**src/hw/lsi_pkg.sv**
```systemverilog
// package for the lamp status indicator: patterns, colours, timing, register map
package lsi_pkg;

  // --------------------------------------------------------------------
  // channels and timing
  // --------------------------------------------------------------------
  localparam int NUM_CH = 2; // two channel lamps of each kind
  localparam int CNT_W = 24; // width of the pattern timers
  localparam logic [CNT_W-1:0] FLASH_CYC_DEF = 24'h030D40; // flash length, 8 ms at 25 MHz
  localparam logic [CNT_W-1:0] SLOW_HALF_DEF = 24'h2FAF08; // slow half period, 125 ms
  localparam logic [CNT_W-1:0] FAST_HALF_DEF = 24'h0BEBC2; // fast half period, 31.25 ms
  localparam logic [CNT_W-1:0] RUN_STEP_DEF = 24'h2FAF08; // running step length

  // --------------------------------------------------------------------
  // register map, byte addresses
  // --------------------------------------------------------------------
  localparam logic [7:0] REG_CTRL = 8'h00; // control bits
  localparam logic [7:0] REG_FLASH = 8'h04; // flash length
  localparam logic [7:0] REG_SLOW = 8'h08; // slow half period
  localparam logic [7:0] REG_FAST = 8'h0C; // fast half period
  localparam logic [7:0] REG_STAT = 8'h10; // lamp state readback
  localparam int CTRL_RUN = 0; // running self-display enable
  localparam int CTRL_DEVERR = 1; // device error indication
  localparam logic [1:0] RESP_OKAY = 2'h0;
  localparam logic [1:0] RESP_SLVERR = 2'h2;

  // --------------------------------------------------------------------
  // lamp patterns and colours
  // --------------------------------------------------------------------
  typedef enum logic [2:0] {
    LSI_OFF = 3'h0, LSI_ON = 3'h1, LSI_SBLINK = 3'h2, LSI_FBLINK = 3'h3,
    LSI_SWAVER = 3'h4, LSI_FWAVER = 3'h5
  } lsi_pat_t;

  // dual colour lamp drive: c0 first colour, c1 second colour
  typedef struct packed {
    logic c1;
    logic c0;
  } lsi_lamp_t;

  // per channel status inputs
  typedef struct packed {
    logic lin_mode; // channel opened as lin
    logic lin_vref; // lin reference voltage present
    logic msg_evt; // frame sent/received or internal activity, pulse
    logic err_evt; // error frame received, pulse
    logic err_passive; // error passive level
    logic overrun_evt; // receive overrun, pulse
    logic bus_off; // bus off level
  } lsi_ch_t;

  // --------------------------------------------------------------------
  // running sequence length
  // --------------------------------------------------------------------
  localparam int RUN_LEN = 2 + 4 * NUM_CH; // every colour of every lamp
  localparam logic [3:0] RUN_LAST = 4'h9; // last step index

endpackage : lsi_pkg

```
**src/hw/lsi_top.sv**
```systemverilog
// lamp status indicator: power, traffic and info lamps with axi4-lite control
`timescale 1ns/100ps
module lsi_top (
  // clock and reset
  input wire logic clk_in,
  input wire logic resetn_in,
  // axi4-lite write address
  input wire logic awvalid_in,
  output logic awready_out,
  input wire logic [7:0] awaddr_in,
  // axi4-lite write data
  input wire logic wvalid_in,
  output logic wready_out,
  input wire logic [31:0] wdata_in,
  input wire logic [3:0] wstrb_in,
  // axi4-lite write response
  output logic bvalid_out,
  input wire logic bready_in,
  output logic [1:0] bresp_out,
  // axi4-lite read address
  input wire logic arvalid_in,
  output logic arready_out,
  input wire logic [7:0] araddr_in,
  // axi4-lite read data
  output logic rvalid_out,
  input wire logic rready_in,
  output logic [31:0] rdata_out,
  output logic [1:0] rresp_out,
  // unit status
  input wire logic configured_in,
  input wire logic cfg_error_in,
  input wire logic power_low_in,
  input wire logic fw_update_in,
  // channel status
  input wire lsi_pkg::lsi_ch_t [lsi_pkg::NUM_CH-1:0] ch_in,
  // lamps: c0 green, c1 yellow for power and info; c0 yellow, c1 red for traffic
  output lsi_pkg::lsi_lamp_t power_lamp_out,
  output lsi_pkg::lsi_lamp_t [lsi_pkg::NUM_CH-1:0] channel_traffic_lamp_out,
  output lsi_pkg::lsi_lamp_t [lsi_pkg::NUM_CH-1:0] info_lamp_out
);

  // --------------------------------------------------------------------
  // pattern decode, used for the power and traffic lamps
  // --------------------------------------------------------------------
  function automatic lsi_pkg::lsi_lamp_t pat_drive(input lsi_pkg::lsi_pat_t p,
      input logic col, input logic sph, input logic fph);
    lsi_pkg::lsi_lamp_t l;
    logic on;
    l = '0;
    on = 1'b0;
    unique case (p)
      lsi_pkg::LSI_OFF: on = 1'b0;
      lsi_pkg::LSI_ON: on = 1'b1;
      lsi_pkg::LSI_SBLINK: on = sph;
      lsi_pkg::LSI_FBLINK: on = fph;
      lsi_pkg::LSI_SWAVER: on = sph;
      lsi_pkg::LSI_FWAVER: on = fph;
      default: on = 1'b0;
    endcase
    if (col) l.c1 = on;
    else l.c0 = on;
    // waver lights the other colour in the dark half
    if (p == lsi_pkg::LSI_SWAVER || p == lsi_pkg::LSI_FWAVER) begin
      if (col) l.c0 = ~on;
      else l.c1 = ~on;
    end
    return l;
  endfunction : pat_drive

  // --------------------------------------------------------------------
  // control registers
  // --------------------------------------------------------------------
  logic [1:0] ctrl_r, ctrl_nxt; // run and device error bits
  logic [lsi_pkg::CNT_W-1:0] flash_r, flash_nxt; // flash length
  logic [lsi_pkg::CNT_W-1:0] slow_r, slow_nxt; // slow half period
  logic [lsi_pkg::CNT_W-1:0] fast_r, fast_nxt; // fast half period

  // --------------------------------------------------------------------
  // bus slave state
  // --------------------------------------------------------------------
  logic aw_hold_r, aw_hold_nxt; // write address captured
  logic w_hold_r, w_hold_nxt; // write data captured
  logic [7:0] awaddr_r, awaddr_nxt;
  logic [31:0] wdata_r, wdata_nxt;
  logic [3:0] wstrb_r, wstrb_nxt;
  logic bvalid_r, bvalid_nxt;
  logic [1:0] bresp_r, bresp_nxt;
  logic rvalid_r, rvalid_nxt;
  logic [31:0] rdata_r, rdata_nxt;
  logic [1:0] rresp_r, rresp_nxt;
  logic do_write; // both halves present, response channel free

  // --------------------------------------------------------------------
  // lamp state
  // --------------------------------------------------------------------
  logic slow_ph, fast_ph; // blink phases
  logic [lsi_pkg::NUM_CH-1:0] yflash, rflash, ovr; // per channel conditioned state
  logic [3:0] run_idx_r, run_idx_nxt; // running step
  logic [lsi_pkg::CNT_W-1:0] run_cnt_r, run_cnt_nxt; // running step timer
  lsi_pkg::lsi_lamp_t pwr_r, pwr_nxt;
  lsi_pkg::lsi_lamp_t [lsi_pkg::NUM_CH-1:0] trf_r, trf_nxt;
  lsi_pkg::lsi_lamp_t [lsi_pkg::NUM_CH-1:0] inf_r, inf_nxt;

  // --------------------------------------------------------------------
  // submodules
  // --------------------------------------------------------------------
  lsi_timebase u_tb (
    .clk_in(clk_in),
    .resetn_in(resetn_in),
    .slow_half_in(slow_r),
    .fast_half_in(fast_r),
    .slow_ph_out(slow_ph),
    .fast_ph_out(fast_ph)
  );

  genvar gi;
  generate
    for (gi = 0; gi < lsi_pkg::NUM_CH; gi++) begin : g_ch
      lsi_chan u_ch (
        .clk_in(clk_in),
        .resetn_in(resetn_in),
        .st_in(ch_in[gi]),
        .flash_len_in(flash_r),
        .yel_flash_out(yflash[gi]),
        .red_flash_out(rflash[gi]),
        .overrun_out(ovr[gi])
      );
    end
  endgenerate

  // --------------------------------------------------------------------
  // bus slave: address and data taken in either order, one at a time
  // --------------------------------------------------------------------
  assign do_write = aw_hold_r && w_hold_r && !bvalid_r;

  always_comb begin
    aw_hold_nxt = aw_hold_r;
    w_hold_nxt = w_hold_r;
    awaddr_nxt = awaddr_r;
    wdata_nxt = wdata_r;
    wstrb_nxt = wstrb_r;
    bvalid_nxt = bvalid_r;
    bresp_nxt = bresp_r;
    rvalid_nxt = rvalid_r;
    rdata_nxt = rdata_r;
    rresp_nxt = rresp_r;
    ctrl_nxt = ctrl_r;
    flash_nxt = flash_r;
    slow_nxt = slow_r;
    fast_nxt = fast_r;
    // capture halves of a write
    if (awvalid_in && !aw_hold_r) begin
      aw_hold_nxt = 1'b1;
      awaddr_nxt = awaddr_in;
    end
    if (wvalid_in && !w_hold_r) begin
      w_hold_nxt = 1'b1;
      wdata_nxt = wdata_in;
      wstrb_nxt = wstrb_in;
    end
    // perform write; only full-word writes of the low bytes matter here
    if (do_write) begin
      aw_hold_nxt = 1'b0;
      w_hold_nxt = 1'b0;
      bvalid_nxt = 1'b1;
      bresp_nxt = lsi_pkg::RESP_OKAY;
      unique case (awaddr_r)
        lsi_pkg::REG_CTRL: if (wstrb_r[0]) ctrl_nxt = wdata_r[1:0];
        lsi_pkg::REG_FLASH: flash_nxt = wdata_r[lsi_pkg::CNT_W-1:0];
        lsi_pkg::REG_SLOW: slow_nxt = wdata_r[lsi_pkg::CNT_W-1:0];
        lsi_pkg::REG_FAST: fast_nxt = wdata_r[lsi_pkg::CNT_W-1:0];
        default: bresp_nxt = lsi_pkg::RESP_SLVERR; // unmapped or read only
      endcase
    end
    if (bvalid_r && bready_in) bvalid_nxt = 1'b0;
    // reads answer one cycle after the address is taken
    if (rvalid_r && rready_in) rvalid_nxt = 1'b0;
    if (arvalid_in && !rvalid_r) begin
      rvalid_nxt = 1'b1;
      rresp_nxt = lsi_pkg::RESP_OKAY;
      rdata_nxt = '0;
      unique case (araddr_in)
        lsi_pkg::REG_CTRL: rdata_nxt = {30'h0, ctrl_r};
        lsi_pkg::REG_FLASH: rdata_nxt = {8'h00, flash_r};
        lsi_pkg::REG_SLOW: rdata_nxt = {8'h00, slow_r};
        lsi_pkg::REG_FAST: rdata_nxt = {8'h00, fast_r};
        lsi_pkg::REG_STAT: rdata_nxt = {20'h0, pwr_r, trf_r, inf_r, 2'h0};
        default: rresp_nxt = lsi_pkg::RESP_SLVERR;
      endcase
    end
  end

  // --------------------------------------------------------------------
  // lamp selection, highest priority last
  // --------------------------------------------------------------------
  always_comb begin
    run_cnt_nxt = run_cnt_r + 24'h000001;
    run_idx_nxt = run_idx_r;
    if (!ctrl_r[lsi_pkg::CTRL_RUN]) begin
      run_cnt_nxt = '0;
      run_idx_nxt = '0;
    end else if (run_cnt_nxt >= lsi_pkg::RUN_STEP_DEF) begin
      run_cnt_nxt = '0;
      run_idx_nxt = (run_idx_r == lsi_pkg::RUN_LAST) ? 4'h0 : run_idx_r + 4'h1;
    end
    // power lamp
    if (!configured_in)
      pwr_nxt = pat_drive(lsi_pkg::LSI_SBLINK, 1'b1, slow_ph, fast_ph);
    else if (cfg_error_in || power_low_in)
      pwr_nxt = pat_drive(lsi_pkg::LSI_SWAVER, 1'b0, slow_ph, fast_ph);
    else
      pwr_nxt = pat_drive(lsi_pkg::LSI_ON, 1'b0, slow_ph, fast_ph);
    for (int i = 0; i < lsi_pkg::NUM_CH; i++) begin
      // info lamp shows lin use and reference voltage
      inf_nxt[i].c0 = ch_in[i].lin_mode;
      inf_nxt[i].c1 = ch_in[i].lin_vref;
      // traffic lamp, channel activity first
      trf_nxt[i] = '0;
      trf_nxt[i].c0 = yflash[i];
      if (!ch_in[i].lin_mode) begin
        if (ch_in[i].err_passive)
          trf_nxt[i] = pat_drive(lsi_pkg::LSI_FBLINK, 1'b1, slow_ph, fast_ph);
        if (rflash[i]) trf_nxt[i].c1 = 1'b1;
        if (ovr[i]) trf_nxt[i] = pat_drive(lsi_pkg::LSI_ON, 1'b1, slow_ph, fast_ph);
      end
      // unit wide conditions override the channel
      if (fw_update_in)
        trf_nxt[i] = pat_drive(lsi_pkg::LSI_FBLINK, 1'b0, slow_ph, fast_ph);
      if (ctrl_r[lsi_pkg::CTRL_DEVERR]) trf_nxt[i] = 2'b10;
      if (power_low_in)
        trf_nxt[i] = pat_drive(lsi_pkg::LSI_SBLINK, 1'b0, slow_ph, fast_ph);
      if (cfg_error_in)
        trf_nxt[i] = pat_drive(lsi_pkg::LSI_SWAVER, 1'b0, slow_ph, fast_ph);
      if (!configured_in) trf_nxt[i] = '0;
    end
    // running self display takes every lamp
    if (ctrl_r[lsi_pkg::CTRL_RUN]) begin
      pwr_nxt = {run_idx_r == 4'h1, run_idx_r == 4'h0};
      for (int i = 0; i < lsi_pkg::NUM_CH; i++) begin
        trf_nxt[i] = {run_idx_r == 4'(2 + 2 * i + 1), run_idx_r == 4'(2 + 2 * i)};
        inf_nxt[i] = {run_idx_r == 4'(6 + 2 * i + 1), run_idx_r == 4'(6 + 2 * i)};
      end
    end
  end

  // --------------------------------------------------------------------
  // registers
  // --------------------------------------------------------------------
  always_ff @(posedge clk_in or negedge resetn_in) begin
    if (!resetn_in) begin
      ctrl_r <= '0;
      flash_r <= lsi_pkg::FLASH_CYC_DEF;
      slow_r <= lsi_pkg::SLOW_HALF_DEF;
      fast_r <= lsi_pkg::FAST_HALF_DEF;
      aw_hold_r <= 1'b0;
      w_hold_r <= 1'b0;
      awaddr_r <= '0;
      wdata_r <= '0;
      wstrb_r <= '0;
      bvalid_r <= 1'b0;
      bresp_r <= '0;
      rvalid_r <= 1'b0;
      rdata_r <= '0;
      rresp_r <= '0;
      run_idx_r <= '0;
      run_cnt_r <= '0;
      pwr_r <= '0;
      trf_r <= '0;
      inf_r <= '0;
    end else begin
      ctrl_r <= ctrl_nxt;
      flash_r <= flash_nxt;
      slow_r <= slow_nxt;
      fast_r <= fast_nxt;
      aw_hold_r <= aw_hold_nxt;
      w_hold_r <= w_hold_nxt;
      awaddr_r <= awaddr_nxt;
      wdata_r <= wdata_nxt;
      wstrb_r <= wstrb_nxt;
      bvalid_r <= bvalid_nxt;
      bresp_r <= bresp_nxt;
      rvalid_r <= rvalid_nxt;
      rdata_r <= rdata_nxt;
      rresp_r <= rresp_nxt;
      run_idx_r <= run_idx_nxt;
      run_cnt_r <= run_cnt_nxt;
      pwr_r <= pwr_nxt;
      trf_r <= trf_nxt;
      inf_r <= inf_nxt;
    end
  end

  // write ready flags are the inverse of the hold flops, read ready the inverse of rvalid_r
  always_comb begin
    awready_out = !aw_hold_r;
    wready_out = !w_hold_r;
    arready_out = !rvalid_r;
  end
  assign bvalid_out = bvalid_r;
  assign bresp_out = bresp_r;
  assign rvalid_out = rvalid_r;
  assign rdata_out = rdata_r;
  assign rresp_out = rresp_r;
  assign power_lamp_out = pwr_r;
  assign channel_traffic_lamp_out = trf_r;
  assign info_lamp_out = inf_r;

endmodule : lsi_top

```
**src/hw/lsi_timebase.sv**
```systemverilog
// free running phase generator for slow and fast blink
`timescale 1ns/100ps
module lsi_timebase (
  // clock and reset
  input wire logic clk_in,
  input wire logic resetn_in,
  // half periods in cycles
  input wire logic [lsi_pkg::CNT_W-1:0] slow_half_in,
  input wire logic [lsi_pkg::CNT_W-1:0] fast_half_in,
  // phases
  output logic slow_ph_out,
  output logic fast_ph_out
);

  // --------------------------------------------------------------------
  // counters, one per rate
  // --------------------------------------------------------------------
  logic [lsi_pkg::CNT_W-1:0] slow_cnt_r, slow_cnt_nxt; // slow phase timer
  logic [lsi_pkg::CNT_W-1:0] fast_cnt_r, fast_cnt_nxt; // fast phase timer
  logic slow_ph_r, slow_ph_nxt; // slow phase, equal on and off halves
  logic fast_ph_r, fast_ph_nxt; // fast phase, equal on and off halves

  // next values; a half of zero is treated as one cycle
  always_comb begin
    slow_cnt_nxt = slow_cnt_r + 24'h000001;
    slow_ph_nxt = slow_ph_r;
    if (slow_cnt_nxt >= slow_half_in) begin
      slow_cnt_nxt = '0;
      slow_ph_nxt = ~slow_ph_r;
    end
    fast_cnt_nxt = fast_cnt_r + 24'h000001;
    fast_ph_nxt = fast_ph_r;
    if (fast_cnt_nxt >= fast_half_in) begin
      fast_cnt_nxt = '0;
      fast_ph_nxt = ~fast_ph_r;
    end
  end

  // registers
  always_ff @(posedge clk_in or negedge resetn_in) begin
    if (!resetn_in) begin
      slow_cnt_r <= '0;
      fast_cnt_r <= '0;
      slow_ph_r <= 1'b0;
      fast_ph_r <= 1'b0;
    end else begin
      slow_cnt_r <= slow_cnt_nxt;
      fast_cnt_r <= fast_cnt_nxt;
      slow_ph_r <= slow_ph_nxt;
      fast_ph_r <= fast_ph_nxt;
    end
  end

  assign slow_ph_out = slow_ph_r;
  assign fast_ph_out = fast_ph_r;

endmodule : lsi_timebase

```
**src/hw/lsi_chan.sv**
```systemverilog
// one channel: flash stretchers and overrun latch for the traffic lamp
`timescale 1ns/100ps
module lsi_chan (
  // clock and reset
  input wire logic clk_in,
  input wire logic resetn_in,
  // status and flash length
  input wire lsi_pkg::lsi_ch_t st_in,
  input wire logic [lsi_pkg::CNT_W-1:0] flash_len_in,
  // conditioned state
  output logic yel_flash_out,
  output logic red_flash_out,
  output logic overrun_out
);

  // --------------------------------------------------------------------
  // state
  // --------------------------------------------------------------------
  logic [lsi_pkg::CNT_W-1:0] ycnt_r, ycnt_nxt; // yellow flash remaining
  logic [lsi_pkg::CNT_W-1:0] rcnt_r, rcnt_nxt; // red flash remaining
  logic ovr_r, ovr_nxt; // overrun latched

  // retrigger reloads, so back to back events look steady
  always_comb begin
    ycnt_nxt = (ycnt_r != '0) ? ycnt_r - 24'h000001 : ycnt_r;
    rcnt_nxt = (rcnt_r != '0) ? rcnt_r - 24'h000001 : rcnt_r;
    if (st_in.msg_evt) ycnt_nxt = flash_len_in;
    if (st_in.err_evt && !st_in.lin_mode) rcnt_nxt = flash_len_in;
    ovr_nxt = ovr_r;
    if (st_in.bus_off || st_in.lin_mode) ovr_nxt = 1'b0;
    // a new overrun wins over the bus-off clear in the same cycle
    if (st_in.overrun_evt && !st_in.lin_mode) ovr_nxt = 1'b1;
  end

  // registers
  always_ff @(posedge clk_in or negedge resetn_in) begin
    if (!resetn_in) begin
      ycnt_r <= '0;
      rcnt_r <= '0;
      ovr_r <= 1'b0;
    end else begin
      ycnt_r <= ycnt_nxt;
      rcnt_r <= rcnt_nxt;
      ovr_r <= ovr_nxt;
    end
  end

  assign yel_flash_out = (ycnt_r != '0);
  assign red_flash_out = (rcnt_r != '0);
  assign overrun_out = ovr_r;

endmodule : lsi_chan

```
**config.mk**
```make
export PLATFORM = sky130hd
export DESIGN_NAME = lsi_top
export DESIGN_NICKNAME = d
export VERILOG_FILES = /design/src/hw/lsi_pkg.sv /design/src/hw/lsi_top.sv /design/src/hw/lsi_timebase.sv /design/src/hw/lsi_chan.sv
export SDC_FILE = /design/constraint.sdc
export NUM_CORES = 1
export LEC_CHECK = 0
export CORE_MARGIN = 4
export CORE_UTILIZATION = 50
export CTS_CLUSTER_DIAMETER = 80
export DETAILED_ROUTE_END_ITERATION = 12
export DONT_BUFFER_PORTS = 1
export GPL_ROUTABILITY_DRIVEN = 0
export GPL_TIMING_DRIVEN = 0
export PLACE_DENSITY = 0.74
export SETUP_SLACK_MARGIN = 0.4
export SYNTH_ARGS = -nofsm -noshare
export SYNTH_HDL_FRONTEND = slang
export SYNTH_HIERARCHICAL = 1
export SYNTH_SLANG_ARGS = --single-unit
```
**constraint.sdc**
```tcl
create_clock -name clk_in -period 4.39 [get_ports clk_in]
set_input_delay 0.439 -clock clk_in [delete_from_list [all_inputs] [get_ports clk_in]]
set_output_delay 0.439 -clock clk_in [all_outputs]
set_load 0.01 [all_outputs]
```
==> results.yml <==
synthesis:
  syn_avg_cell_area_um2: 10.2
  ys_dominant_reg_cell: "dfrtp_1"
  synth-compound-area-share: 0.104
  synthArstFlopShare: 1.00
  synth_area_leaders: "dfrtp_1 43%, mux2_2 8.0%, dfstp_2 4.6%, ha_1 4.3%, xnor2_1 3.7%"
  yosys.area_share.simple: 0.183
  synthXorXnorAreaFrac: 0.0674
  yosysSeqAreaShare: 0.474
  synth_top_family_by_area: "simple AND/OR/NAND/NOR gates"
  syn-instance-count: 1681
  ys_seq_elements: 323
  synth_mux_area_frac: 0.0869
  synth.distinct_cells: 79
  synth-adder-area-share: 0.0431
  netlist_area_um2: 17100
  synth-edff-count: 0
  synth_top_area_share: 0.428
  synth.largest_area_cell: "dfrtp_1"
  yosys_warnings: 6
route:
  first_pass_iters: 8
  first_iter_violations: 1190
  vias: 13200
  wl_per_cell_um: 20.8
  ant_nets: 0
  via_per_inst: 5.96
  wl_um: 46100
  drc: 0
timing:
  rsz0062_at_grt: "true"
  slew_headroom: 0.418
  hold_slack_ns: -0.395
  maxClockFrequency_mhz: 279
  worstMarginPinSlew_ns: 0.873
  min_period_ns: 3.59
  fin_worst_skew_ns: 0.0216
  final-setup-viol-count: 0
  tns_ns: 0
  min_period_over_period: 0.818
  hold_viol_final: 319
  maxSlewViolCount: 0
pwr:
  swShare: 0.365
  sequentialPowerShare: 0.401
  p_comb_frac: 0.313
  p_sw_mw: 4.27
  power.density_nw_per_um2: 612
  peakVddDrop_mv: 0.407
  total_power_mw: 11.7
  clock_power_share: 0.286
  leakage_nw: 8.34
  intPower_mw: 7.44
layout:
  final_area_um2: 19100
  multiInputGateArea_um2: 8360
  area_delta_synth_final_pct: 11.7
  fill_cells: 2852
  layout-drive-gt1-share: 0.156
  layout_commonest_cell: "dfrtp_1"
  layout_common_cells: "293 x dfrtp_1, 167 x nand2_1, 122 x mux2_2, 101 x nor2_1, 92 x o21ai_0"
  seq_area_um2: 8120
  nets: 1871
place:
  postPlaceCellArea_um2: 17700
  dp_hpwl_um: 32700
  port-buffer-count: 0
floorplan:
  die-area_um2: 37300
  die_x_um: 193
  row_count: 67
  initial_utilization: 0.509
  num_io_pins: 128
  core_um2: 33700
  die_y_um: 193
run_status:
  status: "finished with violations"
  failed_checks: "hold timing"
clocking:
  cts_root_buffer: "clkbuf_16"
  clock_sinks: 323
  numCtsBuffers: 37
  cts_tree: "yes"
  clk-insertion-delay-late_ns: 0.53
  h-tree-depth: 2
  cts_buffer_depth: 3
  path_clk_slew_ns: 0.06
  hold_buffers: 3
min_path:
  min_path_type: "in -> async"
global_route:
  antenna_found_initial: 6
  grt_pass1_vias: 13300
  use_met3: 0.0704
  grt-busiest-layer: "met2"
  track_usage: 0.248
  use_met1: 0.325
  grt_pass1_wl_um: 72800
  grtUsageMet2: 0.391
  grt_max_degree: 324
  grt_overflow: 0
worst_setup_path:
  crit_path_end_kind: "flop"
  crit_path_max_incr_delay_ns: 0.40
  start_kind: "flop"
  path_cells: "ha_1 -> nand2_1 -> nor3_1 -> and2_0 -> buf_2 -> nand3_1 -> xnor2_1 -> ha_1 -> nand4_1 -> nor2_1 -> a22o_1 -> a2111oi_0 -> o21ai_1 -> buf_4 -> xor2_1"
  path_common_cell: "ha_1"
  cp_slowest_cell: "dfrtp_1"
  worst_ep_arrival_time_ns: 3.99
  path_max_fanout: 10
  path_class: "reg -> reg"
  required_ns: 4.79
run:
  maxCapViolCount: 0
cell type report:
| type | instances | area share |
|---|---|---|
| clock buffers | 52 | 0.0572 |
| clock inverters | 16 | 0.0127 |
| repair buffers | 4 | 0.00196 |
| flip-flops and latches | 323 | 0.424 |
| plain buffers | 76 | 0.0207 |
| diodes | 6 | 0.000785 |
| inverters | 83 | 0.0163 |
| multi-input cells | 1210 | 0.437 |
| well taps | 448 | 0.0293 |
what timing repair did:
item                                    CTS  global route
setup buffers                             0             1
endpoints found under the setup margin    0            30
hold endpoints to repair                326           323
gates resized for setup                   0             1
sequential cells by signal, summed over array words and instances, names as in the netlist, 2 cells and up:
register	flops
g_ch.u_ch/rcnt_r	48
g_ch.u_ch/ycnt_r	48
fast_r	24
flash_r	24
rdata_out	24
run_cnt_r	24
slow_r	24
u_tb/fast_cnt_r	24
u_tb/slow_cnt_r	24
wdata_r	24
awaddr_r	8
channel_traffic_lamp_out	4
info_lamp_out	4
run_idx_r	4
ctrl_r	2
g_ch.u_ch/overrun_out	2
power_lamp_out	2
cell usage after synthesis, types with 13 or more instances:
library cell  number
mux2_2           122
nand3_1           49
clkbuf_1          41
nor3_1            46
nand4_1           22
buf_4             15
nand2_1          167
nor2b_1           54
and3_1            29
nor4_1            23
ha_1              59
o31ai_1           38
xnor2_1           72
inv_1             82
dfstp_2           30
a22oi_1           13
or3_1             21
o21ai_0           92
nor2_1           101
dfrtp_1          293
or4_1             24
a21oi_1           46
xor2_1            58
cell families (layout without fill, tap and decap cells):
| group | count (synthesis) | after routing |
|---|---|---|
| adder cells (fa/ha/maj) | 59 | 59 |
| buffers and inverters | 159 | 231 |
| AO/OA/AOI/OAI | 277 | 277 |
| AND/OR/NAND/NOR | 600 | 600 |
| flip-flops | 323 | 323 |
| multiplexers | 131 | 131 |
| XOR/XNOR | 131 | 131 |
| other | 1 | 18 |
worst max-delay path: cells and delay by family (launching register included):
kind / cells / cell delay [ns]
AOI/OAI and AO/OA: 3 / 0.79
xor gates and xnor gates: 2 / 0.41
adders and majority gates: 2 / 0.52
buffers and inverters: 2 / 0.40
DFF: 1 / 0.40
and+or+nand+nor: 6 / 0.96
final timing paths:
path,start,to,slack (ns),depth (start not counted)
max,u_tb/slow_cnt_r[0],u_tb/slow_ph_out,0.80,15
min,resetn_in,g_ch[1].u_ch/rcnt_r[19],-0.40,0
max reg2reg,u_tb/slow_cnt_r[0],u_tb/slow_ph_out,0.80,15
min reg2reg,run_cnt_r[0],run_cnt_r[0],0.50,1
max in group asynchronous,resetn_in,slow_r[9],4.36,0
min in group clk_in,rready_in,rvalid_out,0.02,1
power groups by stage:
stage / Combinational, mW / Sequential [mW] / Clock, mW
after CTS: 3.60 / 4.67 / 3.42
after floorplan: 2.83 / 4.33 / 0
after global placement: 3.45 / 4.68 / 0
after global routing: 4.09 / 4.79 / 3.55
final: 3.66 / 4.70 / 3.36
after detailed placement: 3.56 / 4.71 / 0
layer usage:
layer,share of wire,vias up
met5,0.00059,-
met1,0.41,6436
met3,0.097,129
li1,-,6100
met4,0.044,4
met2,0.45,542
stage by stage:
stage,utilization,std cells,setup slack (ns)
floorplan,-,1692,1.31
global placement,0.526,2140,0.765
detailed placement,0.526,2140,0.696
CTS,0.567,2211,0.665
global route,0.568,2215,0.371
finish,0.568,2218,0.801
Power figures use the tool's default switching activity.
